## config.mk

```make
export PLATFORM = sky130hd
export DESIGN_NAME = etc_counter
export DESIGN_NICKNAME = d
export VERILOG_FILES = /design/src/core/etc_pkg.sv /design/src/core/etc_edge_det.sv /design/src/core/etc_counter.sv
export SDC_FILE = /design/constraint.sdc
export NUM_CORES = 1
export LEC_CHECK = 0
export BUFFER_PORTS_ARGS = -buffer_cell sky130_fd_sc_hd__buf_4
export CAP_MARGIN = 20
export CORE_UTILIZATION = 31
export DETAILED_ROUTE_END_ITERATION = 10
export PLACE_DENSITY_LB_ADDON = 0.2
export SETUP_SLACK_MARGIN = 0.1
export SLEW_MARGIN = 25
export SYNTH_ARGS = -nofsm -noshare
export SYNTH_HDL_FRONTEND = slang
export SYNTH_SLANG_ARGS = --single-unit
```

## constraint.sdc

```tcl
create_clock -name clk_sys -period 2.95 [get_ports clk_sys]
set_input_delay 0.1475 -clock clk_sys [delete_from_list [all_inputs] [get_ports clk_sys]]
set_output_delay 0.1475 -clock clk_sys [all_outputs]
set_load 0.005 [all_outputs]
```

## src/core/etc_pkg.sv

```systemverilog
// Constants, types and register map of the event time counter
//
// Operation
// - A 32-bit counter advances once per active edge of the chosen source.
// - Source is one of digital input lines 0..5 or the internal sample clock.
// - Counter stays idle until armed and then triggered (a trigger while idle is ignored), then counts source edges.
// - Running count is readable at any time without disturbing counting.
// - Held value captures the count on the first latch event only; later ones ignored.
// - Latch select: 0 sample strobe, 1 first event input, 2 second event input.
package etc_pkg;

    localparam int COUNT_W = 32;
    localparam int ADDR_W = 8;
    localparam int DATA_W = 32;
    localparam int DI_LINES = 6;
    localparam int EDGE_W = 9;

    // Bit positions in the edge detector vector
    localparam int EDGE_SAMPLE_POS = 6;
    localparam int EDGE_EV0_POS = 7;
    localparam int EDGE_EV1_POS = 8;

    // Register byte addresses
    localparam logic [ADDR_W-1:0] ADDR_CTRL = 8'h00;
    localparam logic [ADDR_W-1:0] ADDR_COMMAND = 8'h04;
    localparam logic [ADDR_W-1:0] ADDR_STATUS = 8'h08;
    localparam logic [ADDR_W-1:0] ADDR_IMMEDIATE = 8'h0C;
    localparam logic [ADDR_W-1:0] ADDR_LATCHED = 8'h10;

    // Control register fields
    localparam int CTRL_SRC_LSB = 0;
    localparam int CTRL_LATCH_LSB = 4;
    localparam int CTRL_FALL_POS = 8;

    // Command register fields, write-only pulses
    localparam int CMD_ARM_POS = 0;
    localparam int CMD_TRIG_POS = 1;

    // Status register fields
    localparam int STAT_STATE_LSB = 0;
    localparam int STAT_LATCHED_POS = 2;

    // Source select codes
    localparam logic [2:0] SRC_INTERNAL = 3'h6;

    // Latch select codes
    localparam logic [1:0] LATCH_SAMPLE = 2'h0;
    localparam logic [1:0] LATCH_FIRST_EVENT_INPUT = 2'h1;
    localparam logic [1:0] LATCH_SECOND_EVENT_INPUT = 2'h2;

    // Reset values
    localparam logic [2:0] SRC_RESET = 3'h0;
    localparam logic [1:0] LATCH_RESET = 2'h0;
    localparam logic [COUNT_W-1:0] COUNT_RESET = 32'h0000_0000;
    localparam logic [DATA_W-1:0] RDATA_RESET = 32'h0000_0000;

    typedef enum logic [1:0] {
        ETC_IDLE = 2'b00,
        ETC_ARMED = 2'b01,
        ETC_COUNTING = 2'b10
    } etc_state_t;

    typedef struct packed {
        logic src_fall;
        logic [1:0] latch_sel;
        logic [2:0] src_sel;
    } etc_ctrl_t;

    typedef struct packed {
        logic [ADDR_W-1:0] addr;
        logic [DATA_W-1:0] wdata;
        logic wr;
        logic rd;
    } etc_bus_req_t;

    localparam etc_ctrl_t CTRL_RESET = '{src_fall: 1'b0, latch_sel: LATCH_RESET, src_sel: SRC_RESET};

endpackage

```

## src/core/etc_edge_det.sv

```systemverilog
// Registered rise and fall detector for a vector of synchronous inputs
`timescale 1ns/1ps
module etc_edge_det (
    input wire logic clk_sys, // System clock
    input wire logic rst_n, // Asynchronous reset, active low
    input wire logic [etc_pkg::EDGE_W-1:0] level_in, // Input levels
    output logic [etc_pkg::EDGE_W-1:0] rise, // One-cycle pulse per rising edge
    output logic [etc_pkg::EDGE_W-1:0] fall // One-cycle pulse per falling edge
);
    import etc_pkg::*;

    logic [EDGE_W-1:0] last_reg;
    logic [EDGE_W-1:0] rise_reg;
    logic [EDGE_W-1:0] fall_reg;
    logic [EDGE_W-1:0] rise_next;
    logic [EDGE_W-1:0] fall_next;

    always_comb begin
        rise_next = level_in & ~last_reg;
        fall_next = ~level_in & last_reg;
    end

    // Previous level starts low so a high line at reset release shows one rise
    always_ff @(posedge clk_sys or negedge rst_n) begin
        if (!rst_n) begin
            last_reg <= '0;
            rise_reg <= '0;
            fall_reg <= '0;
        end else begin
            last_reg <= level_in;
            rise_reg <= rise_next;
            fall_reg <= fall_next;
        end
    end

    assign rise = rise_reg;
    assign fall = fall_reg;

endmodule

```

## src/core/etc_counter.sv

```systemverilog
// Event time counter: source-selected 32-bit count with one-shot event latch
//
// Local design decisions: the address-and-strobe port and the register offsets.
`timescale 1ns/1ps
module etc_counter (
    input wire logic clk_sys, // System clock, 40 MHz
    input wire logic rst_n, // Asynchronous reset, active low
    input wire logic [etc_pkg::DI_LINES-1:0] digital_input_line, // Digital input lines 0..5
    input wire logic sample_clock, // Internal sample clock level
    input wire logic first_event_input, // First event input
    input wire logic second_event_input, // Second event input
    input wire logic acq_arm, // Acquisition armed pulse
    input wire logic acq_trigger, // Acquisition trigger pulse
    input wire logic [etc_pkg::ADDR_W-1:0] reg_addr, // Register byte address
    input wire logic [etc_pkg::DATA_W-1:0] reg_wdata, // Register write data
    input wire logic reg_wr, // Write strobe
    input wire logic reg_rd, // Read strobe
    output logic [etc_pkg::DATA_W-1:0] reg_rdata, // Read data, cycle after strobe
    output logic counting, // Counter running
    output logic latch_done // Held value captured
);
    import etc_pkg::*;

    etc_bus_req_t bus;
    etc_state_t state_reg;
    etc_state_t state_next;
    etc_ctrl_t ctrl_reg;
    etc_ctrl_t ctrl_next;
    logic [COUNT_W-1:0] count_reg;
    logic [COUNT_W-1:0] count_next;
    logic [COUNT_W-1:0] held_reg;
    logic [COUNT_W-1:0] held_next;
    logic latched_reg;
    logic latched_next;
    logic [DATA_W-1:0] rdata_reg;
    logic [DATA_W-1:0] rdata_next;
    logic counting_reg;
    logic counting_next;
    logic [EDGE_W-1:0] edge_levels;
    logic [EDGE_W-1:0] rise;
    logic [EDGE_W-1:0] fall;
    logic src_edge;
    logic latch_event;
    logic arm_any;
    logic trig_any;
    logic wr_cmd;

    // Pick the active source edge for a select code and polarity
    function automatic logic pick_source(
        input logic [2:0] sel,
        input logic use_fall,
        input logic [EDGE_W-1:0] r,
        input logic [EDGE_W-1:0] f
    );
        logic [EDGE_W-1:0] edges;
        logic hit;
        edges = use_fall ? f : r;
        hit = 1'b0;
        if (sel == SRC_INTERNAL) begin
            hit = edges[EDGE_SAMPLE_POS];
        end else if (sel < SRC_INTERNAL) begin
            hit = edges[sel];
        end
        return hit;
    endfunction

    // Map the latch select code onto the event that fires the capture
    function automatic logic pick_latch(
        input logic [1:0] sel,
        input logic [EDGE_W-1:0] r
    );
        logic hit;
        hit = 1'b0;
        unique case (sel)
            LATCH_SAMPLE: begin
                hit = r[EDGE_SAMPLE_POS];
            end
            LATCH_FIRST_EVENT_INPUT: begin
                hit = r[EDGE_EV0_POS];
            end
            LATCH_SECOND_EVENT_INPUT: begin
                hit = r[EDGE_EV1_POS];
            end
            default: begin
                hit = 1'b0;
            end
        endcase
        return hit;
    endfunction

    assign bus = '{addr: reg_addr, wdata: reg_wdata, wr: reg_wr, rd: reg_rd};

    assign edge_levels = {second_event_input, first_event_input, sample_clock, digital_input_line};

    etc_edge_det u_edge (
        .clk_sys(clk_sys),
        .rst_n(rst_n),
        .level_in(edge_levels),
        .rise(rise),
        .fall(fall)
    );

    always_comb begin
        wr_cmd = bus.wr && (bus.addr == ADDR_COMMAND);
        arm_any = acq_arm || (wr_cmd && bus.wdata[CMD_ARM_POS]);
        trig_any = acq_trigger || (wr_cmd && bus.wdata[CMD_TRIG_POS]);
        src_edge = pick_source(ctrl_reg.src_sel, ctrl_reg.src_fall, rise, fall);
        latch_event = pick_latch(ctrl_reg.latch_sel, rise);
    end

    // Control register
    always_comb begin
        ctrl_next = ctrl_reg;
        if (bus.wr && (bus.addr == ADDR_CTRL)) begin
            ctrl_next.src_sel = bus.wdata[CTRL_SRC_LSB +: 3];
            ctrl_next.latch_sel = bus.wdata[CTRL_LATCH_LSB +: 2];
            ctrl_next.src_fall = bus.wdata[CTRL_FALL_POS];
        end
    end

    always_ff @(posedge clk_sys or negedge rst_n) begin
        if (!rst_n) begin
            ctrl_reg <= CTRL_RESET;
        end else begin
            ctrl_reg <= ctrl_next;
        end
    end

    // Acquisition sequence; arm wins over a trigger in the same cycle
    always_comb begin
        state_next = state_reg;
        unique case (state_reg)
            ETC_IDLE: begin
                if (arm_any) begin
                    state_next = ETC_ARMED;
                end
            end
            ETC_ARMED: begin
                if (arm_any) begin
                    state_next = ETC_ARMED;
                end else if (trig_any) begin
                    state_next = ETC_COUNTING;
                end
            end
            ETC_COUNTING: begin
                if (arm_any) begin
                    state_next = ETC_ARMED;
                end
            end
            default: begin
                state_next = ETC_IDLE;
            end
        endcase
        counting_next = (state_next == ETC_COUNTING);
    end

    always_ff @(posedge clk_sys or negedge rst_n) begin
        if (!rst_n) begin
            state_reg <= ETC_IDLE;
            counting_reg <= 1'b0;
        end else begin
            state_reg <= state_next;
            counting_reg <= counting_next;
        end
    end

    // Running count and one-time capture
    always_comb begin
        count_next = count_reg;
        held_next = held_reg;
        latched_next = latched_reg;
        if (arm_any) begin
            count_next = COUNT_RESET;
            held_next = COUNT_RESET;
            latched_next = 1'b0;
        end else if (state_reg == ETC_COUNTING) begin
            if (src_edge) begin
                count_next = count_reg + 32'h0000_0001;
            end
            if (latch_event && !latched_reg) begin
                held_next = count_reg;
                latched_next = 1'b1;
            end
        end
    end

    always_ff @(posedge clk_sys or negedge rst_n) begin
        if (!rst_n) begin
            count_reg <= COUNT_RESET;
            held_reg <= COUNT_RESET;
            latched_reg <= 1'b0;
        end else begin
            count_reg <= count_next;
            held_reg <= held_next;
            latched_reg <= latched_next;
        end
    end

    // Read port; reads have no side effects on the counter
    always_comb begin
        rdata_next = RDATA_RESET;
        if (bus.rd) begin
            unique case (bus.addr)
                ADDR_CTRL: begin
                    rdata_next[CTRL_SRC_LSB +: 3] = ctrl_reg.src_sel;
                    rdata_next[CTRL_LATCH_LSB +: 2] = ctrl_reg.latch_sel;
                    rdata_next[CTRL_FALL_POS] = ctrl_reg.src_fall;
                end
                ADDR_STATUS: begin
                    rdata_next[STAT_STATE_LSB +: 2] = state_reg;
                    rdata_next[STAT_LATCHED_POS] = latched_reg;
                end
                ADDR_IMMEDIATE: begin
                    rdata_next = count_reg;
                end
                ADDR_LATCHED: begin
                    rdata_next = held_reg;
                end
                default: begin
                    rdata_next = RDATA_RESET;
                end
            endcase
        end
    end

    always_ff @(posedge clk_sys or negedge rst_n) begin
        if (!rst_n) begin
            rdata_reg <= RDATA_RESET;
        end else begin
            rdata_reg <= rdata_next;
        end
    end

    assign reg_rdata = rdata_reg;
    assign counting = counting_reg;
    assign latch_done = latched_reg;

endmodule

```

==> metrics.md <==
| Metric | Value |
|---|---|
| Final Non-Filler Cells | `825` |
| Synth Net Count | `564` |
| Finish-stage setup viols | `0` |
| Detailed-route vias per instance | `4.97` |
| Total routing resource utilization after global routing | `0.142` |
| Die Span Y | `138 µm` |
| Number of routed nets with antenna violations | `0` |
| Cts bufs inserted | `17` |
| Synthesized instance count | `between 500 and 600` |
| Top cells by area, synth | `dfrtp_1 57%, mux2i_1 6.1%, nor2b_1 4.8%` |
| Final Cycle Share | `0.848` |
| Bufs on Longest Clock Path | `2` |
| Vias after detailed routing | `4098` |
| Hold violation total from the final report | `0` |
| Die Outline Area | `19000 µm²` |
| Final worst clock skew | `0.00601 ns` |
| Synth Area per Inst | `11.2 µm²` |
| Synth warnings | `0` |
| Vias in the first global route | `around 4000` |
| Number of max-cap violations | `0` |
| R2R setup slack | `0.45 ns` |
| Detailed placer's ending HPWL | `7.85 mm` |
| Relative area change from synthesis to final layout | `24.6%` |
| Root cell of the clock tree | `clkbuf_16` |
| RePlAce Congestion | `0.766` |
| Number of sinks handled by clock tree synthesis | `131` |
| Largest area contributor in the netlist | `dfrtp_1` |
| Power per standard cell area | `~560 nW/µm²` |
| Clock Latency Late Sink | `between 0.4 and 0.5 ns` |
| Hold WC Path Type | `input port to flip-flop` |
| Kind of critical path | `flip-flop to flip-flop` |
| CTS tree | `built` |
| RSZ-0062 raised after global routing | `false` |
| Setup bufs post-CTS | `0` |
| Critical path data required time | `3.25 ns` |
| Cells traversed along the worst timing path | `mux2_1 -> mux4_2 -> o2111ai_1 -> or3_1 -> a21oi_1` |
| Share of total power in the clock network | `0.495` |
| Post-Route Hold Slack | `0.0732 ns` |
| Final Total Pwr | `4.00 mW` |
| Cell depth of the worst hold path | `3` |
| Filler Cell Count | `about 1800` |
| Pins Over Slew Limit | `0` |
| Run status | `finished clean` |
| Count of standard-cell rows | `49` |
| Pre-Repair DR Iteration Count | `4` |
| Launching element type of the critical path | `flip-flop` |
| Maximum number of pins on one net before global-route repair | `85` |
| Antenna violations before repair | `0` |
| Placeable core area | `roughly 18000 µm²` |
| Post-Syn Area | `5710 µm²` |
| Switching Share | `0.220` |
| Combinational Power Share | `0.045` |
| Instance count after placement with tap cells included | `778` |
| Layout cell share with drive strength beyond 1 | `0.191` |
| N_diodes | `0` |
| Worst path max stage delay | `between 0.7 and 0.8 ns` |
| Achievable frequency | `approximately 0.4 GHz` |
| Clock transition at path regs | `0.06 ns` |
| Unique masters post-synth | `48` |
| I/O pin count | `89` |
| Total negative slack for setup checks | `0 ns` |
| Pleak | `2.95 nW` |
| Depth of the most critical reg-to-reg path | `5` |
| Slew headroom | `0.438` |
| IO buf count | `62` |
| Main flop type after synthesis | `dfrtp_1` |
| Proportion of synthesized chip area in sequential cells | `0.575` |
| Overflow left after global routing | `0` |
| DR iter-0 viols | `211` |
| Peak VDD IR | `0.414 mV` |
| Floorplan die width | `between 100 and 150 µm` |
| FFs w/ async S/R, synth | `1.00` |
| Switching power summed over all nets | `0.881 mW` |
| Average routed wire per standard cell | `around 15 µm` |
| Starting utilization of the core area | `0.317` |
| Internal power | `3.12 mW` |
| Top cell type's share of synthesized area | `0.575` |
| Shortest period the worst path allows | `approximately 2.5 ns` |
| Global-route wire length before repair | `20.1 mm` |
| Register bit count reported by yosys | `131` |
| Data arrival time of the worst path | `2.80 ns` |
| Post-synth EDFFs | `0` |
| Share of total power in sequential cells | `0.460` |
| Final wirelength | `approximately 12 mm` |
| Number of remaining DRC errors | `0` |
| Post-CTS sizing | `0` |
| Slew at the pin closest to its max-slew limit | `roughly 0.84 ns` |
| # H-tree levels | `4` |
| CP max-delay cell | `o2111ai_1` |
| Sort of element at the end of the critical path | `flip-flop` |
| Largest fanout on the critical path | `12` |
| Post-layout nets | `640` |
-- cell families after synthesis --
kind of cell / synth area share
AO/OA/AOI/OAI: 0.121
XOR/XNOR: 0.00307
AND/OR/NAND/NOR: 0.168
multiplexers: 0.0969
flip-flops: 0.575
adder cells (fa/ha/maj): 0.00219
buffers and inverters: 0.0342
-- layout by cell type (no fill, tap or decap), types with 7 or more instances in the layout --
cell / instances
mux2_1: 10
buf_4: 68
nor2b_1: 44
or3_1: 22
nand2_1: 22
inv_1: 9
a21oi_1: 35
dlygate4sd3_1: 16
nand3_1: 13
mux2i_1: 35
nor2_1: 46
dfrtp_1: 131
a22oi_1: 27
clkbuf_16: 17
or4_1: 7
o21ai_1: 16
-- per-layer routing --
layer / up-vias / global-route usage / wire length, µm
met4: 0 / 0.0629 / 195
met5: - / 0 / 0
li1: 1972 / - / -
met1: 2027 / 0.184 / 5820
met2: 83 / 0.219 / 5650
met3: 16 / 0.0401 / 501
-- critical path: cells and delay by family (launching register included) --
family	cells	cell delay, ns
AO/OA/AOI/OAI	2	0.78
flip-flops	1	0.48
AND/OR/NAND/NOR	1	0.21
multiplexers	2	0.91
-- area by class of cell --
type | count | area (µm²) | share of cell area
clock buffers | 23 | 478 | 0.0672
clock inverters | 8 | 78.8 | 0.0111
inverters | 9 | 33.8 | 0.00475
multi-input cells | 339 | 2240 | 0.316
flip-flops and latches | 131 | 3280 | 0.461
well taps | 229 | 287 | 0.0403
repair buffers | 86 | 711 | 0.0999
-- synth_stat cells, types with 2 or more instances --
cell type	count
a222oi_1	3
o21ai_1	16
nor3_1	3
and3_1	2
nand3_1	13
dfrtp_1	131
buf_2	18
o21ai_0	6
nor4_1	3
inv_1	9
a22oi_1	27
buf_6	2
or3_1	22
mux2i_1	35
nand2_1	22
a32oi_1	2
mux2_2	4
o31ai_1	4
or4_1	7
nand3b_1	2
o211ai_1	3
and4_1	2
nor2_1	46
o21a_1	4
and2_1	3
clkbuf_1	6
o2111ai_1	2
mux2_1	10
mux4_2	2
nand4_1	4
a21oi_1	35
nor2b_1	44
-- path summary, 6_finish.rpt --
| kind | to | start |
|---|---|---|
| max in group asynchronous | held_reg[20] | rst_n |
| max reg2reg | count_reg[20] | ctrl_reg[0] |
| max | count_reg[20] | ctrl_reg[0] |
| min reg2reg | u_edge.rise[8] | u_edge.last_reg[8] |
| min | reg_rdata[2] | reg_addr[3] |
| min in group asynchronous | reg_rdata[22] | rst_n |
-- through the flow --
stage                     instance area (µm²)   util  setup WS, ns
final                                    7110  0.394         0.447
after global routing                     7110  0.394         0.246
after CTS                                7110  0.394         0.400
after detailed placement                 6390  0.355         0.425
after global placement                   6390  0.355         0.471
after floorplan                          5710      -         0.805
-- repair_timing --
action | 4_1_cts | 5_1_grt
hold buffers | 16 | 0
hold endpoints to repair | 78 | 0
setup endpoints to repair | 0 | 0
-- power groups by stage --
stage / Combinational, mW / Sequential [mW] / Clock [mW]
2_1_floorplan: 0.0746 / 1.87 / 0
3_3_place_gp: 0.165 / 1.87 / 0
3_5_place_dp: 0.168 / 1.87 / 0
4_1_cts: 0.185 / 1.84 / 2.03
5_1_grt: 0.200 / 1.84 / 2.12
6_report: 0.180 / 1.84 / 1.98
No activity file was read; power rests on OpenSTA's default activity.
